`src/rtl/pcc_regs.svh`:
```
/*
 * Constants of the port configuration command handler: identifiers,
 * payload byte positions, flag bit positions, reset defaults and sizes.
 * Assumes it is included by bare name from the package and the modules.
 */
`ifndef PCC_REGS_SVH
`define PCC_REGS_SVH

// Report size in bytes, and the last byte index
`define PCC_REPORT_BYTES   64
`define PCC_LAST_IDX       6'h3f

// Command identifiers
`define PCC_ID_PORT_MODE   8'h93
`define PCC_ID_FW_NAME     8'h94

// Byte positions inside a report
`define PCC_POS_ID         6'h00
`define PCC_POS_FLAGS      6'h01
`define PCC_POS_FILL       6'h02

// Flag bit positions inside the flags byte
`define PCC_FLAG_ACK_BIT   0
`define PCC_FLAG_SLEW_BIT  2

// Programmed defaults taken at every reset
`define PCC_DEF_ACK        1'b1
`define PCC_DEF_SLEW       1'b0
`define PCC_DEF_FILL       8'hff

`endif

```
`src/rtl/pcc_pkg.sv`:
```
/*
 * Types of the port configuration command handler.
 * Assumes pcc_regs.svh is on the include path.
 */
`default_nettype none
`include "pcc_regs.svh"

package pcc_pkg;

  // Port mode as handed to the slave engine
  typedef struct packed {
    logic       data_ack;   // Acknowledge data bytes
    logic       slew_en;    // Slew-rate control on
    logic [7:0] fill_byte;  // Idle fill byte for empty reads
  } pcc_mode_t;

  // Reply state machine, one-hot
  typedef enum logic [1:0] {
    PCC_ST_IDLE = 2'b01,
    PCC_ST_SEND = 2'b10
  } pcc_state_t;

endpackage

`default_nettype wire

```
`src/rtl/pcc_name_rom.sv`:
```
/*
 * Firmware name string table: one ASCII byte per index, zero past the
 * end so the terminator and the report padding come out as zeros.
 * Assumes a purely combinational caller on the same clock.
 */
`timescale 1ns/100ps
`default_nettype none

module pcc_name_rom (
  input  wire logic [5:0] addr,      // String byte index
  output logic      [7:0] data_out   // ASCII byte or zero
);

  // Name text is arbitrary, not tied to any real product
  always_comb begin
    case (addr)
      6'h00:   data_out = 8'h50;  // P
      6'h01:   data_out = 8'h43;  // C
      6'h02:   data_out = 8'h43;  // C
      6'h03:   data_out = 8'h20;  // space
      6'h04:   data_out = 8'h30;  // 0
      6'h05:   data_out = 8'h31;  // 1
      6'h06:   data_out = 8'h2e;  // .
      6'h07:   data_out = 8'h30;  // 0
      6'h08:   data_out = 8'h30;  // 0
      default: data_out = 8'h00;  // Terminator and padding
    endcase
  end

endmodule

`default_nettype wire

```
`src/rtl/pcc_top.sv`:
```
/*
 * Command handler for the port mode and firmware name commands of a
 * report-based bridge. Receives 64-byte command reports as a byte stream,
 * keeps the volatile port mode, answers the name query with a 64-byte
 * report, and picks the byte for each read of the serial slave port.
 * Assumes the report stream comes from logic on the same clock and that
 * report boundaries are never lost, so byte counting stays aligned.
 */
// Operation
// - Port mode command updates slave port mode
// - Mode volatile, defaults return on reset
// - Payload: flags byte, then idle fill byte
// - Flags bit 0 enables data acknowledge
// - Flags bit 2 enables slew-rate control
// - Name query replies zero-terminated ASCII name
// - Reply byte 0 echoes command identifier
// - All reports exactly 64 bytes, padded
`timescale 1ns/100ps
`default_nettype none
`include "pcc_regs.svh"

module pcc_top
  import pcc_pkg::*;
(
  input  wire logic       clk,             // 200 MHz device clock
  input  wire logic       rst_n,           // Async reset, active low
  input  wire logic       rx_valid,        // Command report byte present
  input  wire logic [7:0] rx_data,         // Command report byte
  input  wire logic       tx_ready,        // Reply sink takes a byte
  output logic            tx_valid,        // Reply byte present
  output logic      [7:0] tx_data,         // Reply byte
  output logic            tx_last,         // Last byte of a reply report
  output pcc_mode_t       port_mode,       // Mode for the slave engine
  output logic            mode_update,     // Pulse: mode just rewritten
  input  wire logic       slave_rd,        // Master reads one byte
  input  wire logic       txbuf_empty,     // Transmit buffer has no data
  input  wire logic [7:0] txbuf_data,      // Head of transmit buffer
  output logic      [7:0] slave_rd_byte    // Byte served to the master
);

  // Receive side
  logic [5:0]  rx_idx_reg;        // Byte index within current report
  logic [5:0]  rx_idx_next;
  logic [7:0]  rx_id_reg;         // Identifier of current report
  logic [7:0]  rx_id_next;
  logic [7:0]  flags_reg;         // Flags byte held until fill arrives
  logic [7:0]  flags_next;

  // Mode state
  pcc_mode_t   mode_reg;          // Current port mode
  pcc_mode_t   mode_next;
  logic        upd_reg;           // Update pulse
  logic        upd_next;

  // Reply side
  pcc_state_t  state_reg;         // Reply state
  pcc_state_t  state_next;
  logic [5:0]  tx_idx_reg;        // Index of byte now offered
  logic [5:0]  tx_idx_next;
  logic        tx_valid_reg;
  logic        tx_valid_next;
  logic [7:0]  tx_data_reg;
  logic [7:0]  tx_data_next;
  logic        tx_last_reg;
  logic        tx_last_next;

  // Slave read byte
  logic [7:0]  rd_byte_reg;
  logic [7:0]  rd_byte_next;

  // Decode wires
  wire logic        at_id;        // Byte 0 of a report arrives
  wire logic        at_flags;     // Byte 1 arrives
  wire logic        at_fill;      // Byte 2 arrives
  wire logic        at_end;       // Byte 63 arrives
  wire logic [7:0]  cur_id;       // Identifier seen for this byte
  wire logic        is_mode_cmd;  // Report is a port mode command
  wire logic        is_name_cmd;  // Report is a name query
  wire logic        start_reply;  // Launch a name reply
  wire logic        tx_fire;      // Reply byte accepted
  wire logic        tx_at_end;    // Offered byte is the 64th
  wire logic [7:0]  rom_byte;     // Name byte for tx_idx_reg
  wire logic [5:0]  tx_idx_inc;   // Next reply index

  // Position match, reused for every byte slot
  function automatic logic pos_is(input logic [5:0] idx,
                                  input logic [5:0] pos);
    pos_is = (idx == pos);
  endfunction

  // Name table; index i of the reply carries string byte i-1
  pcc_name_rom u_rom (
    .addr     (tx_idx_reg),
    .data_out (rom_byte)
  );

  // Every report counts 64 bytes; index wraps at the end
  assign at_id       = rx_valid && pos_is(rx_idx_reg, `PCC_POS_ID);
  assign at_flags    = rx_valid && pos_is(rx_idx_reg, `PCC_POS_FLAGS);
  assign at_fill     = rx_valid && pos_is(rx_idx_reg, `PCC_POS_FILL);
  assign at_end      = rx_valid && pos_is(rx_idx_reg, `PCC_LAST_IDX);
  assign cur_id      = at_id ? rx_data : rx_id_reg;
  assign is_mode_cmd = (cur_id == `PCC_ID_PORT_MODE);
  assign is_name_cmd = (cur_id == `PCC_ID_FW_NAME);
  // A query landing during a reply is dropped, no queue is kept
  assign start_reply = at_end && is_name_cmd &&
                       (state_reg == PCC_ST_IDLE);
  assign tx_fire     = tx_valid_reg && tx_ready;
  assign tx_at_end   = pos_is(tx_idx_reg, `PCC_LAST_IDX);
  assign tx_idx_inc  = tx_idx_reg + 6'h01;

  // Report byte counter and header capture
  always_comb begin
    rx_idx_next = rx_valid ? rx_idx_reg + 6'h01 : rx_idx_reg;
    rx_id_next  = at_id ? rx_data : rx_id_reg;
    flags_next  = at_flags ? rx_data : flags_reg;
  end

  // Port mode update on the fill byte of a mode command
  always_comb begin
    mode_next = mode_reg;
    upd_next  = 1'b0;
    if (at_fill && is_mode_cmd) begin
      // Only bits 0 and 2 matter; others are ignored
      mode_next.data_ack  = flags_reg[`PCC_FLAG_ACK_BIT];
      mode_next.slew_en   = flags_reg[`PCC_FLAG_SLEW_BIT];
      mode_next.fill_byte = rx_data;
      upd_next            = 1'b1;
    end
  end

  // Reply state machine
  always_comb begin
    state_next    = state_reg;
    tx_idx_next   = tx_idx_reg;
    tx_valid_next = tx_valid_reg;
    tx_data_next  = tx_data_reg;
    tx_last_next  = tx_last_reg;
    case (state_reg)
      PCC_ST_IDLE: begin
        if (start_reply) begin
          state_next    = PCC_ST_SEND;
          tx_idx_next   = 6'h00;
          tx_valid_next = 1'b1;
          tx_data_next  = `PCC_ID_FW_NAME;
          tx_last_next  = 1'b0;
        end
      end
      PCC_ST_SEND: begin
        if (tx_fire) begin
          if (tx_at_end) begin
            // Full 64 bytes gone; reply closed
            state_next    = PCC_ST_IDLE;
            tx_valid_next = 1'b0;
            tx_data_next  = 8'h00;
            tx_last_next  = 1'b0;
          end else begin
            // Name text, terminator, then zero padding
            tx_idx_next  = tx_idx_inc;
            tx_data_next = rom_byte;
            tx_last_next = pos_is(tx_idx_inc, `PCC_LAST_IDX);
          end
        end
      end
      default: begin
        state_next    = PCC_ST_IDLE;
        tx_valid_next = 1'b0;
        tx_data_next  = 8'h00;
        tx_last_next  = 1'b0;
      end
    endcase
  end

  // Slave read byte: fill byte when nothing waits to go out
  always_comb begin
    rd_byte_next = rd_byte_reg;
    if (slave_rd) begin
      rd_byte_next = txbuf_empty ? mode_reg.fill_byte : txbuf_data;
    end
  end

  // Receive registers
  always_ff @(posedge clk or negedge rst_n) begin
    if (!rst_n) begin
      rx_idx_reg <= 6'h00;
      rx_id_reg  <= 8'h00;
      flags_reg  <= 8'h00;
    end else begin
      rx_idx_reg <= rx_idx_next;
      rx_id_reg  <= rx_id_next;
      flags_reg  <= flags_next;
    end
  end

  // Mode registers; volatile, defaults on every reset
  always_ff @(posedge clk or negedge rst_n) begin
    if (!rst_n) begin
      mode_reg.data_ack  <= `PCC_DEF_ACK;
      mode_reg.slew_en   <= `PCC_DEF_SLEW;
      mode_reg.fill_byte <= `PCC_DEF_FILL;
      upd_reg            <= 1'b0;
    end else begin
      mode_reg <= mode_next;
      upd_reg  <= upd_next;
    end
  end

  // Reply registers
  always_ff @(posedge clk or negedge rst_n) begin
    if (!rst_n) begin
      state_reg    <= PCC_ST_IDLE;
      tx_idx_reg   <= 6'h00;
      tx_valid_reg <= 1'b0;
      tx_data_reg  <= 8'h00;
      tx_last_reg  <= 1'b0;
    end else begin
      state_reg    <= state_next;
      tx_idx_reg   <= tx_idx_next;
      tx_valid_reg <= tx_valid_next;
      tx_data_reg  <= tx_data_next;
      tx_last_reg  <= tx_last_next;
    end
  end

  // Slave read byte register
  always_ff @(posedge clk or negedge rst_n) begin
    if (!rst_n) begin
      rd_byte_reg <= `PCC_DEF_FILL;
    end else begin
      rd_byte_reg <= rd_byte_next;
    end
  end

  // Outputs straight from flops
  assign tx_valid      = tx_valid_reg;
  assign tx_data       = tx_data_reg;
  assign tx_last       = tx_last_reg;
  assign port_mode     = mode_reg;
  assign mode_update   = upd_reg;
  assign slave_rd_byte = rd_byte_reg;

endmodule

`default_nettype wire

```
`config.mk`:
```
export PLATFORM = sky130hd
export DESIGN_NAME = pcc_top
export DESIGN_NICKNAME = d
export VERILOG_FILES = /design/src/rtl/pcc_pkg.sv /design/src/rtl/pcc_name_rom.sv /design/src/rtl/pcc_top.sv
export VERILOG_INCLUDE_DIRS = /design/src /design/src/rtl
export SDC_FILE = /design/constraint.sdc
export NUM_CORES = 1
export LEC_CHECK = 0
export BUFFER_PORTS_ARGS = -buffer_cell sky130_fd_sc_hd__buf_4
export CORE_ASPECT_RATIO = 0.5
export CORE_MARGIN = 2
export CORE_UTILIZATION = 55
export DETAILED_ROUTE_END_ITERATION = 8
export HOLD_SLACK_MARGIN = 0.1
export PLACE_DENSITY = 0.79
export SLEW_MARGIN = 10
export SYNTH_ARGS = -nofsm -noshare
export SYNTH_HDL_FRONTEND = slang
export SYNTH_HIERARCHICAL = 1
export SYNTH_SLANG_ARGS = --single-unit
export TNS_END_PERCENT = 1
```
`constraint.sdc`:
```
create_clock -name clk -period 3.1 [get_ports clk]
set_clock_uncertainty 0.2 [all_clocks]
set_input_delay 0 -clock clk [delete_from_list [all_inputs] [get_ports clk]]
set_output_delay 0 -clock clk [all_outputs]
set_load 0.005 [all_outputs]
```
==> results of run 1 <==
==> cells in the mapped netlist, types with 2 or more instances <==
library cell  instances
nor3_1                4
mux2_2               10
nand2_1              27
ha_1                 12
inv_1                10
a21oi_4               2
nand3_1              10
nand4_1               4
o21ai_1               2
nand3b_1              4
nor2_1               19
mux2i_1               9
o31ai_1               6
a31oi_1               3
nor4b_1               2
mux2_4               11
clkbuf_1              8
and3_1                3
xnor2_1               5
a21oi_1              19
dfstp_2              18
buf_4                 3
dfrtp_1              34
xor2_1                2
o21ai_0               8
nand2b_1              2
==> worst max-delay path by stage <==
stage,startpoint,end,slack (ns),depth (start not counted)
after global placement,rx_idx_reg[2]$_DFFE_PN0P_,tx_idx_reg[1]$_DFFE_PN0P_,0.48,6
after CTS,rx_idx_reg[2]$_DFFE_PN0P_,port_mode[6]$_DFFE_PN1P_,0.07,6
after global routing,rx_idx_reg[0]$_DFFE_PN0P_,port_mode[4]$_DFFE_PN1P_,0.01,8
after detailed placement,rx_idx_reg[2]$_DFFE_PN0P_,tx_idx_reg[1]$_DFFE_PN0P_,0.43,6
final,rx_idx_reg[2]$_DFFE_PN0P_,port_mode[1]$_DFFE_PN1P_,0.12,6
after floorplan,rx_idx_reg[2]$_DFFE_PN0P_,port_mode[8]$_DFFE_PN0P_,0.75,6
==> worst reg2reg max path, stage by stage (launching register included) <==
cell and delay, ns:
dfrtp_1 0.45, or4_4 0.59, nor2_4 0.21, mux2_4 0.35
nand3_4 0.21, mux2_4 0.33, dlygate4sd3_1 0.58
==> cell families (layout without fill, tap and decap cells) <==
group                    after synthesis  after routing  share of synthesized area [%]
buffers and inverters                 23            104                           4.00
other                                  1              1                          0.132
multiplexers                          30             30                           12.9
AND/OR/NAND/NOR                       87             87                           16.3
flip-flops                            52             52                           46.5
XOR/XNOR                               7              7                           2.16
AO/OA/AOI/OAI                         53             53                           12.6
adder cells (fa/ha/maj)               12             12                           5.28
==> timing repair <==
action	in CTS	in global routing
hold endpoints to repair	87	0
hold buffers	32	0
buffers inserted	0	3
endpoints found under the setup margin	0	5
==> power groups by stage <==
stage | clock, mW | sequential [mW] | combinational, mW
after CTS | 0.488 | 0.904 | 0.412
final | 0.491 | 0.911 | 0.433
after detailed placement | 0 | 0.917 | 0.376
after global routing | 0.517 | 0.924 | 0.474
after global placement | 0 | 0.906 | 0.361
after floorplan | 0 | 0.893 | 0.278
==> routing by layer <==
metal	track usage (%)	up-vias	wire [um]
met1	30.9	1131	3130
li1	-	1097	-
met2	46.0	64	3490
met3	5.12	12	261
met5	0	-	0
met4	8.77	0	118
==> placed cells by master, fill, tap and decap left out, drive strengths merged, types with 9 or more instances in the layout <==
cell type	instances
inv	11
nand2	27
dlygate4sd3	31
o21ai	11
nand3	11
buf	55
mux2i	9
dfrtp	34
mux2	21
a21oi	21
dfstp	18
nor2	20
ha	12
==> final cells by class <==
cell class | count | area (sq um) | area share (%)
clock buffers | 6 | 72.6 | 1.96
repair buffers | 86 | 736 | 19.9
inverters | 10 | 37.5 | 1.01
flip-flops and latches | 52 | 1320 | 35.8
clock inverters | 2 | 38.8 | 1.05
multi-input cells | 190 | 1410 | 38.0
well taps | 70 | 87.6 | 2.37
==> per-stage QoR <==
| step | utilization, % | area (sq um) | hold slack [ns] | cells | worst slack (ns) |
|---|---|---|---|---|---|
| 3_3_place_gp | 65.4 | 3240 | -0.141 | 373 | 0.481 |
| 3_5_place_dp | 65.4 | 3240 | -0.129 | 373 | 0.433 |
| 4_1_cts | 74.3 | 3680 | 0.141 | 413 | 0.0721 |
| 2_1_floorplan | - | 2840 | -0.496 | 265 | 0.745 |
| 6_report | 74.7 | 3700 | 0.144 | 416 | 0.115 |
| 5_1_grt | 74.7 | 3700 | 0.187 | 416 | 0.0132 |
==> flow_summary.json, run 1 <==
{
  "io_buffers": 50,
  "path_max_fanout": 10,
  "p_per_area_nw_per_um2": 496,
  "min_path_type": "in2async",
  "ir_drop_uv": 269,
  "cp_data_required_time_ns": 3.15,
  "slew_headroom_pct": 62.0,
  "yosysUniqueCellTypes": 54,
  "clock_sinks": 52,
  "synth-seq-cells": 52,
  "avgViaCountPerCell": 5.54,
  "fmax_mhz": 335,
  "grt.overflow.total": 0,
  "synthCells": 265,
  "rsz0062_at_grt": "false",
  "swShare_pct": 30.3,
  "worst_pin_slew_ns": 0.564,
  "start_kind": "flop",
  "htree_levels": 2,
  "ant_nets": 0,
  "core_sq_um": 4950,
  "cts_resized": 0,
  "drt_iter0_markers": 86,
  "tns_ns": 0,
  "pwr-share-clk_pct": 26.7,
  "die_h_um": 54.8,
  "drv_slew": 0,
  "vias": 2304,
  "synth.top_cell.area_share_pct": 29.9,
  "cts_buffers": 5,
  "timing.final.crit_share_pct": 96.3,
  "die-area_sq_um": 5800,
  "r2r_cells": 6,
  "cp_data_arrival_time_ns": 3.04,
  "p_seq_share_pct": 49.6,
  "fill_cells": 336,
  "power_leakage_nw": 1.74,
  "routed_wl_um": 7000,
  "fin_total_pwr_mw": 1.83,
  "synth-async-reset-ratio_pct": 100,
  "fp-row-count": 18,
  "die_w_um": 106,
  "reg2reg_slack_ns": 0.12,
  "synth_area_leaders": "dfrtp_1 (30%), dfstp_2 (17%), mux2_4 (5.8%)",
  "cap_violations": 0,
  "end_kind": "flop",
  "hold_violations": 0,
  "yosysWarnings": 6,
  "n_antenna_cell": 0,
  "slowest_stage": "or4_4",
  "post-route-min-period_ns": 2.98,
  "drc_errors": 0,
  "grt_pass1_vias": 2236,
  "hpwl_um": 4100,
  "root_buffer": "clkbuf_8",
  "r2r_start": "rx_idx_reg[2]$_DFFE_PN0P_",
  "finalSetupViolCount": 0,
  "drive_gt1_share_pct": 32.9,
  "worstSkewPairLatency_ns": 0.32,
  "synth_area_sq_um": 2840,
  "avgSynthCellArea_sq_um": 10.7,
  "first_pass_iters": 4,
  "worst-path-buf-inv": 1,
  "synth_edf_count": 0,
  "clk_pin_slew_ns": 0.10,
  "path_cells": "or4_4 > nor2_4 > mux2_4 > nand3_4 > mux2_4 > dlygate4sd3_1",
  "p_sw_mw": 0.556,
  "internal_power_mw": 1.28,
  "ys.flop_type": "dfrtp_1",
  "reg2reg_to": "port_mode[1]$_DFFE_PN1P_",
  "run_status": "finished, final reports clean",
  "critical_path.most_common_cell": "mux2_4",
  "num-nets-final": 379,
  "antenna_found_initial": 0,
  "setup.worst_path.class": "reg2reg",
  "yosys.area.top_type": "dfrtp_1",
  "finalWeightedCongestion": 0.856,
  "clockBufferDepth": 2,
  "syn-num-nets": 299,
  "grt_max_degree": 35,
  "grt_first_pass_wirelength_um": 11000,
  "cts_tree": "yes",
  "area_growth_syn_to_layout_pct": 30.2,
  "seq_area_frac_synth_pct": 46.5,
  "slowest_delay_ns": 0.59,
  "num_io_pins": 51,
  "start_util_pct": 57.4,
  "crit_family": "simple AND/OR/NAND/NOR gates",
  "largest_register_ffs": 10,
  "grt_usage_pct": 25.1,
  "avgRoutedWirePerCell_um": 16.8,
  "power.share.combinational_pct": 23.6
}
(Power assumes the default switching activity.)
==> run 2: changes to the inputs <==
--- a/config.mk
+++ b/config.mk
@@ -7,12 +7,14 @@
 export NUM_CORES = 1
 export LEC_CHECK = 0
 export BUFFER_PORTS_ARGS = -buffer_cell sky130_fd_sc_hd__buf_4
+export CELL_PAD_IN_SITES_DETAIL_PLACEMENT = 2
+export CELL_PAD_IN_SITES_GLOBAL_PLACEMENT = 2
 export CORE_ASPECT_RATIO = 0.5
 export CORE_MARGIN = 2
-export CORE_UTILIZATION = 55
+export CORE_UTILIZATION = 36
 export DETAILED_ROUTE_END_ITERATION = 8
 export HOLD_SLACK_MARGIN = 0.1
-export PLACE_DENSITY = 0.79
+export PLACE_DENSITY = 0.81
 export SLEW_MARGIN = 10
 export SYNTH_ARGS = -nofsm -noshare
 export SYNTH_HDL_FRONTEND = slang
==> flow_summary.json, run 2 (synthesized netlist as in run 1, its figures left out) <==
{
  "hold_violations": 0,
  "die_w_um": 130,
  "slowest_stage": "dfrtp_1",
  "ir_drop_uv": 266,
  "root_buffer": "clkbuf_16",
  "run_status": "finished, final reports clean",
  "ant_nets": 0,
  "clk_pin_slew_ns": 0.07,
  "antenna_found_initial": 0,
  "grt.overflow.total": 0,
  "drt_iter0_markers": 115,
  "cts_buffers": 5,
  "cp_data_arrival_time_ns": 2.91,
  "p_per_area_nw_per_um2": 592,
  "first_pass_iters": 4,
  "drive_gt1_share_pct": 33.1,
  "avgRoutedWirePerCell_um": 23.0,
  "path_cells": "inv_1 > ha_1 > nand2_1 > nor2_4 > mux2_2 > o21ai_4 > o21ai_1 > a22o_1",
  "hpwl_um": 5620,
  "avgViaCountPerCell": 5.32,
  "io_buffers": 50,
  "grt_max_degree": 53,
  "reg2reg_slack_ns": 0.19,
  "fill_cells": 767,
  "final_cell_mix": "buf_4 (52), dfrtp_1 (34), nand2_1 (27), dlygate4sd3_1 (26)",
  "start_util_pct": 38.0,
  "cp_data_required_time_ns": 3.10,
  "timing.final.crit_share_pct": 94.0,
  "worst_pin_slew_ns": 0.679,
  "clockBufferDepth": 2,
  "end_kind": "flop",
  "drv_slew": 0,
  "setup.worst_path.class": "reg2reg",
  "slowest_delay_ns": 0.45,
  "routed_wl_um": 10200,
  "grt_usage_pct": 25.6,
  "cts_tree": "yes",
  "power_leakage_nw": 1.73,
  "die-area_sq_um": 8670,
  "drc_errors": 0,
  "core_sq_um": 7490,
  "cts_resized": 0,
  "fin_total_pwr_mw": 2.23,
  "slew_headroom_pct": 54.3,
  "rsz0062_at_grt": "false",
  "tns_ns": 0,
  "clock_sinks": 52,
  "die_h_um": 66.9,
  "finalWeightedCongestion": 0.761,
  "area_growth_syn_to_layout_pct": 32.5,
  "vias": 2372,
  "start_kind": "flop",
  "worstSkewPairLatency_ns": 0.31,
  "seqCellArea_sq_um": 1320,
  "fp-row-count": 22,
  "layout_commonest_cell": "buf_4",
  "largest_register_ffs": 10,
  "cap_violations": 0,
  "grt_pass1_vias": 2810,
  "post-route-min-period_ns": 2.91,
  "min_path_type": "in2async",
  "finalWorstSetupSlack_ns": 0.187,
  "htree_levels": 2,
  "hold_ws_ns": 0.0811,
  "multi_input_area_sq_um": 1410,
  "num-nets-final": 371,
  "path_max_fanout": 11,
  "grt_first_pass_wirelength_um": 16300,
  "fmax_mhz": 343,
  "place_ws_ns": 0.401,
  "num_io_pins": 51,
  "finalSetupViolCount": 0,
  "n_antenna_cell": 0
}
-- run 2: cell count changes in the layout (fill, tap and decap cells not counted), sizes merged --
cell	delta
dlygate4sd3	-5
clkbuf	-1
bufinv	+2
buf	-3
inv	-1
-- run 2: per-layer routing --
metal	track usage [%]	part of all wire [%]	vias to the layer above
met3	3.78	3.0	20
met2	49.0	51	60
met4	8.74	2.4	0
met5	0	0	-
li1	-	-	1074
met1	29.5	43	1218
-- run 2: cell type report --
cell class | count | area share, %
clock buffers | 5 | 3.32
clock inverters | 3 | 2.39
inverters | 10 | 0.996
multi-input cells | 190 | 37.3
flip-flops and latches | 52 | 35.1
well taps | 108 | 3.59
repair buffers | 78 | 17.3
-- run 2: per-stage QoR --
stage               std cells  instance area (sq um)  util [%]
floorplan                 265                   2840         -
global placement          412                   3290      44.0
detailed placement        412                   3290      44.0
CTS                       446                   3770      50.3
global route              446                   3770      50.3
finish                    446                   3770      50.3
-- run 2: timing repair --
| item | 4_1_cts | 5_1_grt |
|---|---|---|
| buffers inserted | 0 | 0 |
| setup endpoints to repair | 0 | 1 |
| hold buffers | 26 | 0 |
| endpoints found under the hold margin | 87 | 0 |
-- run 2: power by group --
| group | total, mW | internal (mW) | switching (mW) |
|---|---|---|---|
| logic | 0.463 | 0.221 | 0.242 |
| clock network | 0.826 | 0.545 | 0.281 |
| registers | 0.942 | 0.807 | 0.135 |
-- run 2: worst paths after layout --
path | start | end | cells after the start
worst max-delay path | rx_idx_reg[1]$_DFFE_PN0P_ | tx_idx_reg[1]$_DFFE_PN0P_ | 8
worst min-delay path | rst_n | tx_idx_reg[3]$_DFFE_PN0P_ | 2
worst max register to register | rx_idx_reg[1]$_DFFE_PN0P_ | tx_idx_reg[1]$_DFFE_PN0P_ | 8
worst min register to register | tx_data[3]$_DFFE_PN0P_ | tx_data[3]$_DFFE_PN0P_ | 2
max in group asynchronous | rst_n | flags_reg[0]$_DFFE_PN0P_ | 2
min in group clk | tx_data[3]$_DFFE_PN0P_ | tx_data[3]$_DFFE_PN0P_ | 2
-- run 2: critical path: cells and delay by family (launching register included) --
kind                       cells  cell delay [ns]
AOI/OAI and AO/OA              3             0.67
DFF                            1             0.45
buffers and inverters          1             0.16
adders and majority gates      1             0.34
muxes                          1             0.44
and+or+nand+nor                2             0.53
